$ cat config.mk
export PLATFORM = sky130hd
export DESIGN_NAME = spr_port
export DESIGN_NICKNAME = d
export VERILOG_FILES = /design/src/pkg/spr_pkg.sv /design/src/rtl/spr_port.sv
export SDC_FILE = /design/constraint.sdc
export NUM_CORES = 1
export LEC_CHECK = 0
export BUFFER_PORTS_ARGS = -buffer_cell sky130_fd_sc_hd__buf_2
export CAP_MARGIN = 20
export CORE_AREA = 8 8 216 218
export DETAILED_ROUTE_END_ITERATION = 10
export DIE_AREA = 0 0 224 226
export PLACE_DENSITY_LB_ADDON = 0.08
export SLEW_MARGIN = 25
export SYNTH_ARGS = -nofsm -noshare
export SYNTH_HDL_FRONTEND = slang
export SYNTH_SLANG_ARGS = --single-unit
$ cat constraint.sdc
create_clock -name sys_clk -period 1.6 [get_ports sys_clk]
set_clock_uncertainty 0.2 [all_clocks]
set_input_delay 0.24 -clock sys_clk [delete_from_list [all_inputs] [get_ports sys_clk]]
set_output_delay 0.24 -clock sys_clk [all_outputs]
set_load 0.02 [all_outputs]
$ cat src/pkg/spr_pkg.sv
// Constants, register map and state type for the scratchpad RAM port block
package spr_pkg;

    localparam logic [3:0] REG_TAG_LOW = 4'h0;
    localparam logic [3:0] REG_ERR_CTL = 4'h4;
    localparam logic [3:0] REG_STATUS = 4'h8;

    localparam int ERR_CTL_PE_BIT = 0;
    localparam int STAT_DPERR_BIT = 0;
    localparam int STAT_IPERR_BIT = 1;
    localparam int STAT_DPRES_BIT = 2;
    localparam int STAT_IPRES_BIT = 3;
    localparam int STAT_DBUSY_BIT = 4;
    localparam int STAT_IBUSY_BIT = 5;

    localparam logic [23:0] TAG_LOW_RST = 24'h000000;
    localparam logic ERR_CTL_PE_RST = 1'b0;
    localparam logic [1:0] TAG_CMP_PAD = 2'h0;

    localparam logic [1:0] DOP_LOAD = 2'h0;
    localparam logic [1:0] DOP_STORE = 2'h1;
    localparam logic [1:0] DOP_TAG_READ = 2'h2;
    localparam logic [1:0] DOP_TAG_WRITE = 2'h3;

    localparam logic [1:0] IOP_FETCH = 2'h0;
    localparam logic [1:0] IOP_DATA_WRITE = 2'h1;
    localparam logic [1:0] IOP_TAG_READ = 2'h2;
    localparam logic [1:0] IOP_TAG_WRITE = 2'h3;

    typedef enum logic {
        ST_IDLE,
        ST_ACCESS
    } spr_state_t;

endpackage

$ cat src/rtl/spr_port.sv
// Scratchpad RAM data and instruction port controller
`timescale 1ns/10ps
module spr_port #(
    parameter bit PARITY_IMPL = 1'b1
) (
    input wire logic sys_clk,
    input wire logic rst,
    input wire logic clk_en,
    input wire logic [3:0] reg_addr,
    input wire logic [31:0] reg_wdata,
    input wire logic reg_wr,
    input wire logic reg_rd,
    output logic [31:0] reg_rdata,
    input wire logic core_d_valid,
    input wire logic [1:0] core_d_op,
    input wire logic [19:2] core_d_vindex,
    input wire logic [31:10] core_d_paddr,
    input wire logic [31:0] core_d_wdata,
    input wire logic [3:0] core_d_be,
    input wire logic core_d_lock,
    output logic core_d_ready,
    output logic core_d_done,
    output logic core_d_hit,
    output logic [31:0] core_d_rdata,
    output logic core_d_perr,
    input wire logic core_i_valid,
    input wire logic [1:0] core_i_op,
    input wire logic [19:2] core_i_vindex,
    input wire logic [31:0] core_i_wdata,
    output logic core_i_ready,
    output logic core_i_done,
    output logic core_i_hit,
    output logic [31:0] core_i_rdata,
    output logic core_i_perr,
    output logic [19:2] dport_tag_index,
    output logic dport_tag_read_strobe,
    output logic dport_tag_write_strobe,
    output logic [23:0] dport_tag_compare_bus,
    output logic [19:2] dport_data_index,
    output logic [31:0] dport_write_value,
    output logic dport_data_read_strobe,
    output logic dport_data_write_strobe,
    output logic [3:0] dport_byte_enables,
    output logic dport_lock,
    output logic dport_parity_enable,
    output logic [3:0] dport_write_parity,
    input wire logic [31:0] dport_read_value,
    input wire logic [23:0] dport_tag_read_value,
    input wire logic dport_hit,
    input wire logic dport_stall,
    input wire logic dport_parity_present,
    input wire logic [3:0] dport_read_parity,
    input wire logic dport_present,
    output logic [19:2] iport_index,
    output logic iport_read_strobe,
    output logic iport_tag_write_strobe,
    output logic [31:0] iport_write_compare_value,
    output logic iport_data_write_strobe,
    output logic iport_parity_enable,
    output logic [3:0] iport_write_parity,
    input wire logic [31:0] iport_read_value,
    input wire logic [23:0] iport_tag_read_value,
    input wire logic iport_hit,
    input wire logic iport_stall,
    input wire logic iport_parity_present,
    input wire logic [3:0] iport_read_parity,
    input wire logic iport_present
);

    typedef struct packed {
        spr_pkg::spr_state_t d_st;
        logic d_rdy, d_tagop, d_trd, d_twr, d_drd, d_dwr, d_lock;
        logic [19:2] d_tidx, d_didx;
        logic [23:0] d_cmp;
        logic [31:0] d_wval, d_rdata;
        logic [3:0] d_be, d_wpar;
        logic d_pen, d_done, d_hit, d_perr;
        spr_pkg::spr_state_t i_st;
        logic i_rdy, i_tagop, i_rd, i_twr, i_dwr, i_pen, i_done, i_hit, i_perr;
        logic [19:2] i_idx;
        logic [31:0] i_val, i_rdata;
        logic [3:0] i_wpar;
        logic [23:0] tag_low;
        logic [1:0] perr_sticky;
        logic [31:0] rdata;
    } spr_regs_t;

    localparam spr_regs_t REGS_RST = '{
        d_st: spr_pkg::ST_IDLE,
        i_st: spr_pkg::ST_IDLE,
        d_rdy: 1'b1,
        i_rdy: 1'b1,
        d_pen: spr_pkg::ERR_CTL_PE_RST,
        i_pen: spr_pkg::ERR_CTL_PE_RST,
        tag_low: spr_pkg::TAG_LOW_RST,
        default: '0
    };

    spr_regs_t q;
    spr_regs_t d;

    function automatic logic [3:0] byte_parity(input logic [31:0] value);
        return {^value[31:24], ^value[23:16], ^value[15:8], ^value[7:0]};
    endfunction

    logic d_accept;
    logic i_accept;
    logic d_rd_ok;
    logic i_rd_ok;
    logic d_par_bad;
    logic i_par_bad;
    logic [31:0] status_word;

    always_comb begin
        d_accept = core_d_valid && q.d_rdy;
        i_accept = core_i_valid && q.i_rdy;
        d_rd_ok = q.d_trd && !dport_stall;
        i_rd_ok = q.i_rd && !iport_stall;
        d_par_bad = PARITY_IMPL && q.d_pen && dport_parity_present && q.d_drd
            && (byte_parity(dport_read_value) != dport_read_parity);
        i_par_bad = PARITY_IMPL && q.i_pen && iport_parity_present && !q.i_tagop
            && (byte_parity(iport_read_value) != iport_read_parity);
        status_word = 32'h00000000;
        status_word[spr_pkg::STAT_DPERR_BIT] = q.perr_sticky[0];
        status_word[spr_pkg::STAT_IPERR_BIT] = q.perr_sticky[1];
        status_word[spr_pkg::STAT_DPRES_BIT] = dport_present;
        status_word[spr_pkg::STAT_IPRES_BIT] = iport_present;
        status_word[spr_pkg::STAT_DBUSY_BIT] = !q.d_rdy;
        status_word[spr_pkg::STAT_IBUSY_BIT] = !q.i_rdy;

        d = q;
        d.d_done = 1'b0;
        d.i_done = 1'b0;
        d.rdata = 32'h00000000;

        // Register port
        if (reg_wr) begin
            case (reg_addr)
                spr_pkg::REG_TAG_LOW: d.tag_low = reg_wdata[23:0];
                spr_pkg::REG_ERR_CTL: begin
                    d.d_pen = reg_wdata[spr_pkg::ERR_CTL_PE_BIT];
                    d.i_pen = reg_wdata[spr_pkg::ERR_CTL_PE_BIT];
                end
                spr_pkg::REG_STATUS: d.perr_sticky = q.perr_sticky & ~reg_wdata[1:0];
                default: d.rdata = 32'h00000000;
            endcase
        end
        if (reg_rd) begin
            case (reg_addr)
                spr_pkg::REG_TAG_LOW: d.rdata = {8'h00, q.tag_low};
                spr_pkg::REG_ERR_CTL: d.rdata = {31'h00000000, q.d_pen};
                spr_pkg::REG_STATUS: d.rdata = status_word;
                default: d.rdata = 32'h00000000;
            endcase
        end

        // Data port
        case (q.d_st)
            spr_pkg::ST_IDLE: begin
                if (d_accept) begin
                    d.d_tidx = core_d_vindex;
                    d.d_didx = core_d_vindex;
                    d.d_cmp = (core_d_op == spr_pkg::DOP_TAG_WRITE) ? q.tag_low
                        : {core_d_paddr, spr_pkg::TAG_CMP_PAD};
                    d.d_wval = core_d_wdata;
                    d.d_be = core_d_be;
                    d.d_wpar = PARITY_IMPL ? byte_parity(core_d_wdata) : 4'h0;
                    d.d_lock = dport_present && core_d_lock;
                    d.d_tagop = core_d_op == spr_pkg::DOP_TAG_READ;
                    d.d_trd = dport_present && (core_d_op == spr_pkg::DOP_LOAD
                        || core_d_op == spr_pkg::DOP_TAG_READ);
                    d.d_drd = dport_present && core_d_op == spr_pkg::DOP_LOAD;
                    d.d_dwr = dport_present && core_d_op == spr_pkg::DOP_STORE;
                    d.d_twr = dport_present && core_d_op == spr_pkg::DOP_TAG_WRITE;
                    d.d_st = dport_present ? spr_pkg::ST_ACCESS : spr_pkg::ST_IDLE;
                    d.d_rdy = !dport_present;
                    d.d_done = !dport_present;
                    if (!dport_present) begin
                        d.d_hit = 1'b0;
                        d.d_perr = 1'b0;
                        d.d_rdata = 32'h00000000;
                    end
                end
            end
            spr_pkg::ST_ACCESS: begin
                if (!q.d_trd || d_rd_ok) begin
                    d.d_trd = 1'b0;
                    d.d_drd = 1'b0;
                    d.d_dwr = 1'b0;
                    d.d_twr = 1'b0;
                    d.d_lock = 1'b0;
                    d.d_done = 1'b1;
                    d.d_hit = q.d_trd && dport_hit;
                    d.d_rdata = q.d_drd ? dport_read_value : 32'h00000000;
                    d.d_perr = d_par_bad;
                    if (q.d_tagop) begin
                        d.tag_low = dport_tag_read_value;
                    end
                    d.d_st = spr_pkg::ST_IDLE;
                    d.d_rdy = 1'b1;
                end
            end
            default: begin
                d.d_st = spr_pkg::ST_IDLE;
                d.d_rdy = 1'b1;
            end
        endcase

        // Instruction port
        case (q.i_st)
            spr_pkg::ST_IDLE: begin
                if (i_accept) begin
                    d.i_idx = core_i_vindex;
                    d.i_tagop = core_i_op == spr_pkg::IOP_TAG_READ;
                    d.i_rd = iport_present && (core_i_op == spr_pkg::IOP_FETCH
                        || core_i_op == spr_pkg::IOP_TAG_READ);
                    d.i_dwr = iport_present && core_i_op == spr_pkg::IOP_DATA_WRITE;
                    d.i_twr = iport_present && core_i_op == spr_pkg::IOP_TAG_WRITE;
                    d.i_val = (core_i_op == spr_pkg::IOP_TAG_WRITE)
                        ? {8'h00, q.tag_low} : core_i_wdata;
                    d.i_wpar = PARITY_IMPL ? byte_parity(core_i_wdata) : 4'h0;
                    d.i_st = iport_present ? spr_pkg::ST_ACCESS : spr_pkg::ST_IDLE;
                    d.i_rdy = !iport_present;
                    d.i_done = !iport_present;
                    if (!iport_present) begin
                        d.i_hit = 1'b0;
                        d.i_perr = 1'b0;
                        d.i_rdata = 32'h00000000;
                    end
                end
            end
            spr_pkg::ST_ACCESS: begin
                if (!q.i_rd || i_rd_ok) begin
                    d.i_rd = 1'b0;
                    d.i_dwr = 1'b0;
                    d.i_twr = 1'b0;
                    d.i_done = 1'b1;
                    d.i_hit = q.i_rd && iport_hit;
                    d.i_rdata = q.i_rd ? iport_read_value : 32'h00000000;
                    d.i_perr = q.i_rd && i_par_bad;
                    if (q.i_tagop) begin
                        d.tag_low = iport_tag_read_value;
                    end
                    d.i_st = spr_pkg::ST_IDLE;
                    d.i_rdy = 1'b1;
                end
            end
            default: begin
                d.i_st = spr_pkg::ST_IDLE;
                d.i_rdy = 1'b1;
            end
        endcase

        // Sticky parity errors, set beats clear
        if (d.d_done && d.d_perr) begin
            d.perr_sticky[0] = 1'b1;
        end
        if (d.i_done && d.i_perr) begin
            d.perr_sticky[1] = 1'b1;
        end
    end

    always_ff @(posedge sys_clk) begin
        if (rst) begin
            q <= REGS_RST;
        end else if (clk_en) begin
            q <= d;
        end
    end

    assign reg_rdata = q.rdata;
    assign core_d_ready = q.d_rdy;
    assign core_d_done = q.d_done;
    assign core_d_hit = q.d_hit;
    assign core_d_rdata = q.d_rdata;
    assign core_d_perr = q.d_perr;
    assign core_i_ready = q.i_rdy;
    assign core_i_done = q.i_done;
    assign core_i_hit = q.i_hit;
    assign core_i_rdata = q.i_rdata;
    assign core_i_perr = q.i_perr;
    assign dport_tag_index = q.d_tidx;
    assign dport_tag_read_strobe = q.d_trd;
    assign dport_tag_write_strobe = q.d_twr;
    assign dport_tag_compare_bus = q.d_cmp;
    assign dport_data_index = q.d_didx;
    assign dport_write_value = q.d_wval;
    assign dport_data_read_strobe = q.d_drd;
    assign dport_data_write_strobe = q.d_dwr;
    assign dport_byte_enables = q.d_be;
    assign dport_lock = q.d_lock;
    assign dport_parity_enable = q.d_pen;
    assign dport_write_parity = q.d_wpar;
    assign iport_index = q.i_idx;
    assign iport_read_strobe = q.i_rd;
    assign iport_tag_write_strobe = q.i_twr;
    assign iport_write_compare_value = q.i_val;
    assign iport_data_write_strobe = q.i_dwr;
    assign iport_parity_enable = q.i_pen;
    assign iport_write_parity = q.i_wpar;
endmodule

==> results of run 1 <==
-- layer usage --
| layer | track usage | up-vias |
|---|---|---|
| met5 | 0 | - |
| met4 | 0.07753 | 6 |
| met1 | 0.2664 | 6790 |
| li1 | - | 6870 |
| met3 | 0.06571 | 116 |
| met2 | 0.3558 | 460 |
-- path summary, 6_finish.rpt --
| kind | end | slack [ns] | cells past startpoint |
|---|---|---|---|
| min | q[153]$_SDFFE_PP0P_ | 0.01 | 6 |
| max | iport_index[5]$_SDFFE_PP0P_ | -0.08 | 7 |
| max reg2reg | iport_index[5]$_SDFFE_PP0P_ | -0.08 | 7 |
| min reg2reg | core_d_rdata[2]$_SDFFE_PP0P_ | 0.25 | 2 |
-- per-stage QoR --
stage	util	area [um^2]
6_report	0.5033	21870
5_1_grt	0.5032	21870
4_1_cts	0.4738	20590
3_5_place_dp	0.3802	16520
3_3_place_gp	0.3802	16520
2_1_floorplan	-	14200
-- registers in the layout, indices dropped and copies added, names as in the netlist, 4 cells and up --
register	flops
core_d_rdata	32
core_i_rdata	32
dport_byte_enables	4
dport_data_index	18
dport_tag_compare_bus	24
dport_write_parity	4
dport_write_value	32
iport_index	18
iport_write_compare_value	32
iport_write_parity	4
q	30
reg_rdata	24
-- layout make-up --
class	count	area, um^2	area share
clock buffers	51	1006	0.04600
multi-input cells	1084	6958	0.3182
clock inverters	10	118.9	0.005435
inverters	3	15.01	0.0006866
diodes	5	12.51	0.0005721
flip-flops and latches	271	5449	0.2492
well taps	592	740.7	0.03387
repair buffers	977	7569	0.3461
-- report_power, final --
part | total (W) | switching, W | internal, W
Combinational | 0.00420 | 0.00212 | 0.00208
Sequential | 0.00719 | 0.000168 | 0.00702
Clock | 0.00788 | 0.00319 | 0.00470
Total | 0.0193 | 0.00547 | 0.0138
-- layout by cell type, fill, tap and decap left out, types with 6 or more instances in the layout --
cell type / netlist / final
a311oi_2: 20 / 26
buf_4: 252 / 99
mux2i_1: 28 / 28
clkbuf_16: 0 / 52
nand2_2: 0 / 12
conb_1: 1 / 8
xnor2_1: 88 / 87
nand4_1: 6 / 6
clkbuf_1: 104 / 9
nand3_1: 98 / 92
xnor3_1: 8 / 8
and3_1: 29 / 24
a211o_1: 24 / 24
a311oi_1: 50 / 44
a21oi_1: 181 / 122
buf_2: 8 / 526
nand2_4: 0 / 16
nor2_1: 165 / 154
xor2_1: 16 / 13
nand2_1: 285 / 256
nor2b_1: 27 / 27
a21oi_2: 0 / 58
clkbuf_8: 0 / 7
dfxtp_1: 271 / 262
buf_12: 2 / 28
nor2_2: 0 / 9
dlygate4sd3_1: 0 / 272
buf_6: 2 / 23
-- critical path: stages, from the launching register on --
cell,delay [ns]
dfxtp_4,0.36
buf_6,0.12
nor3b_4,0.18
buf_6,0.20
buf_12,0.15
clkbuf_16,0.17
nand2_1,0.07
a21oi_1,0.14
-- cells by family (layout without fill, tap and decap cells) --
family | Yosys count | in the layout | synth area share
simple gates | 630 | 630 | 0.1946
compound gates | 303 | 303 | 0.1474
other cells | 1 | 13 | 0.0002666
flops | 271 | 271 | 0.3857
xor+xnor | 112 | 112 | 0.07756
buf+inv | 378 | 1041 | 0.1722
mux | 31 | 31 | 0.02232
-- what timing repair did --
item / CTS / global route
setup buffers: 1 / 12
pin swaps: 0 / 90
hold buffers: 275 / 1
gates resized for setup: 31 / 180
setup endpoints to repair: 208 / 235
gates cloned: 3 / 22
endpoints found under the hold margin: 237 / 1
==> results_dict.tcl, run 1 <==
set metrics [dict create \
    synth_edf_count 0 \
    start_util 0.3238 \
    period_share 1.052 \
    synth_top_area_frac 0.3857 \
    grt_pass1_vias 14490 \
    slew_viol_final 0 \
    place_ws_ns -0.4087 \
    required_ns 1.86 \
    setup_tns_ns -2.717 \
    synth-main-ff-cell "dfxtp_1" \
    drt-met1-wl_mm 25.79 \
    slew_headroom 0.6226 \
    grt_setup_unrepaired "true" \
    leakage_nw 9.651 \
    dr_wl_met3_mm 4.083 \
    wl_per_cell_um 20.52 \
    floorplan.die.width_um 224 \
    end_kind "register" \
    fin_crit_ns 1.683 \
    status "complete, but fails checks" \
    synthCells 1726 \
    via_count 14240 \
    grt_pass1_wl_mm 86.75 \
    cts_tree "done" \
    wl_mm 61.41 \
    tightest_slew_ns 0.5662 \
    clock_latency_ns 0.54 \
    clk_pin_slew_ns 0.06 \
    wl_met2_mm 29.65 \
    cts_root_buffer "clkbuf_16" \
    cp-startpoint "q[153]$_SDFFE_PP0P_" \
    power_density_nw_per_um2 881.0 \
    critPathMaxFanout 7 \
    dieArea_um2 50620 \
    irDropWorstVdd_mv 0.6668 \
    synth.cell_area_um2 14070 \
    syn2layout_area_growth_pct 55.46 \
    route.detailed.drc 0 \
    startpoint_type "register" \
    place_hpwl_mm 41.82 \
    yosysWarnings 0 \
    dr.pass1.iters 4 \
    synth.avg_cell_area_um2 8.150 \
    groute.usage.overall 0.2168 \
    cp.arrival_ns 1.94 \
    hold_path_class "primary input to register" \
    die_height_um 226 \
    timing.rr.start "q[153]$_SDFFE_PP0P_" \
    nNetsFinal 2674 \
    drt_iter0_drc 662 \
    io_pins 570 \
    yosysUniqueCellTypes 48 \
    setup_viol 94 \
    ant_nets 0 \
    drv_cap 0 \
    holdCritStartpoint "iport_stall" \
    cts_inserted_buffers 35 \
    path_class "register to register" \
    fmax_mhz 594.2 \
    num_rows 77 \
    violations "setup timing" \
    cts_htree_levels 2 \
    fin_ws_ns -0.08307 \
    top_layer_used "met5" \
    synth_common_cells "nand2_1 (285), dfxtp_1 (271), buf_4 (252)" \
    instances_no_fill 2993 \
    antenna_found_initial 8 \
    synthArstFlopShare 0 \
    synth.area.top_cells "dfxtp_1 (39%), buf_4 (13%), nand2_1 (7.6%), a21oi_1 (6.4%), xnor2_1 (5.5%)" \
    grt-ovfl-total 0 \
    coreArea_um2 43450 \
    whs_ns 0.009836 \
    placedCellCount 2627 \
    avgViaCountPerCell 4.758 \
    cts_buffer_depth 3 \
    yosysMostFrequentCell "nand2_1" \
    drive_gt1_frac 0.3881 \
    place_congestion 0.8068 \
    seq_area_frac_synth 0.3857 \
    yosysTopAreaCell "dfxtp_1" \
    clock_sinks 271 \
    fin_total_pwr_w 0.01927 \
    grt_max_degree 100 \
    port_buffers 553 \
    fillCellCount 4171 \
    hold_violations 0 \
    ys_seq_elements 271 \
]
(Power assumes the default switching activity.)
==> run 2: changes to the inputs <==
Settings changed: CORE_AREA 8 8 216 218 to 8 8 217 219, DIE_AREA 0 0 224 226 to 0 0 225 227.
==> results_dict.tcl, run 2 (synthesis results as in run 1) <==
set metrics [dict create \
    clock_latency_ns 0.53 \
    fillCellCount 4113 \
    place_hpwl_mm 42.09 \
    timing.rr.start "q[153]$_SDFFE_PP0P_" \
    clock_sinks 271 \
    cts_buffer_depth 3 \
    fmax_mhz 599.1 \
    route.detailed.drc 0 \
    power_density_nw_per_um2 887.6 \
    setup_viol 101 \
    period_share 1.043 \
    finish.instance_area_um2 22430 \
    hold_path_class "primary input to register" \
    fin_ws_ns -0.06926 \
    coreArea_um2 43640 \
    holdCritStartpoint "iport_read_value[29]" \
    clk_pin_slew_ns 0.06 \
    power.internal_w 0.01448 \
    avgViaCountPerCell 4.796 \
    startpoint_type "register" \
    grt_setup_unrepaired "true" \
    cts_tree "done" \
    cp-startpoint "q[153]$_SDFFE_PP0P_" \
    syn2layout_area_growth_pct 59.43 \
    placed_area_um2 16600 \
    path_class "register to register" \
    rr_worst_depth 5 \
    fin_crit_ns 1.669 \
    port_buffers 553 \
    grt_pass1_vias 14760 \
    dr.pass1.iters 5 \
    end_kind "register" \
    grt-ovfl-total 0 \
    r2r-end "q[38]$_SDFFE_PP0P_" \
    drive_gt1_frac 0.3964 \
    final_common_cell "buf_2" \
    clkPwrFrac 0.424 \
    via_count 14510 \
    irDropWorstVdd_mv 0.9313 \
    cts_inserted_buffers 36 \
    setup_tns_ns -2.719 \
    slew_viol_final 0 \
    cts_htree_levels 2 \
    grt_pass1_wl_mm 87.26 \
    antenna_found_initial 6 \
    leakage_nw 9.881 \
    final_cell_mix "buf_2 (535), dlygate4sd3_1 (267), dfxtp_1 (265)" \
    die_height_um 227 \
    ant_nets 0 \
    drv_cap 0 \
    cp.arrival_ns 1.92 \
    place_congestion 0.8470 \
    wl_mm 62.02 \
    ff2ff_setup_slack_ns -0.07 \
    wl_per_cell_um 20.50 \
    violations "setup timing" \
    hold_violations 0 \
    switchingPower_w 0.005427 \
    place_ws_ns -0.3863 \
    min_delay_worst_endpoint "core_i_rdata[29]$_SDFFE_PP0P_" \
    final_util 0.5139 \
    num_rows 77 \
    start_util 0.3223 \
    hold_depth 4 \
    p_seq_frac 0.361 \
    status "complete, but fails checks" \
    cts_root_buffer "clkbuf_16" \
    critPathMaxFanout 6 \
    drt_iter0_drc 732 \
    p_comb_frac 0.214 \
    dieArea_um2 51080 \
    required_ns 1.85 \
    nNetsFinal 2706 \
    grt_max_degree 55 \
    groute.usage.overall 0.2166 \
    switching_share 0.2726 \
    floorplan.die.width_um 225 \
    io_pins 570 \
    whs_ns 0.03894 \
]
==> run 2: stage by stage <==
stage          std cells  total power (W)
2_1_floorplan       1733         0.009396
3_3_place_gp        2631          0.01051
3_5_place_dp        2631          0.01053
4_1_cts             2985          0.01978
5_1_grt             3023          0.02073
6_report            3026          0.01991
==> run 2: per-layer routing <==
layer  wire length (um)  track usage  part of all wire  up-vias
li1                   -            -                 -     6950
met1              25320       0.2608              0.41     6939
met2              30770       0.3720              0.50      504
met3               4185      0.05784             0.067      116
met4               1727      0.07175             0.028        4
met5                 20            0           0.00032        -
==> run 2: timing repair <==
item,CTS,global route
hold buffers,274,1
buffers inserted,11,22
endpoints found under the setup margin,208,230
gates resized for setup,43,184
endpoints found under the hold margin,234,1
cloned,8,30
pin swaps,21,115
==> run 2: worst max path at each step <==
stage	endpoint	slack [ns]	cells after the start
2_1_floorplan	q[40]$_SDFFE_PP0P_	-0.09	7
3_3_place_gp	q[36]$_SDFFE_PP0P_	-0.37	7
3_5_place_dp	q[57]$_SDFFE_PP0P_	-0.39	7
4_1_cts	core_i_rdata[0]$_SDFFE_PP0P_	-0.07	6
5_1_grt	iport_write_parity[0]$_SDFFE_PP0P_	-0.14	7
6_report	q[38]$_SDFFE_PP0P_	-0.07	5
==> run 2: worst max-delay path, cell delays in order, from the launching register on <==
cell,delay [ns]
dfxtp_4,0.37
and3_4,0.26
buf_12,0.15
clkbuf_16,0.15
a211o_1,0.24
a311oi_2,0.22
==> run 2: final cells by class <==
class                           count  area (um^2)  area share
Tap cell                          592        740.7     0.03303
Sequential cell                   271         5440      0.2426
Clock inverter                      8        168.9    0.007531
Antenna cell                        7        17.52   0.0007810
Inverter                            3        11.26   0.0005021
Timing Repair Buffer             1008         8074      0.3600
Multi-Input combinational cell   1084         6929      0.3090
Clock buffer                       53         1046     0.04664
==> run 2: power by group through the flow <==
| stage | Sequential [W] | Clock (W) | Combinational (W) |
|---|---|---|---|
| finish | 0.00720 | 0.00845 | 0.00426 |
| global route | 0.00723 | 0.00894 | 0.00456 |
| CTS | 0.00718 | 0.00868 | 0.00393 |
| detailed placement | 0.00733 | 0 | 0.00320 |
| global placement | 0.00732 | 0 | 0.00319 |
| floorplan | 0.00731 | 0 | 0.00208 |
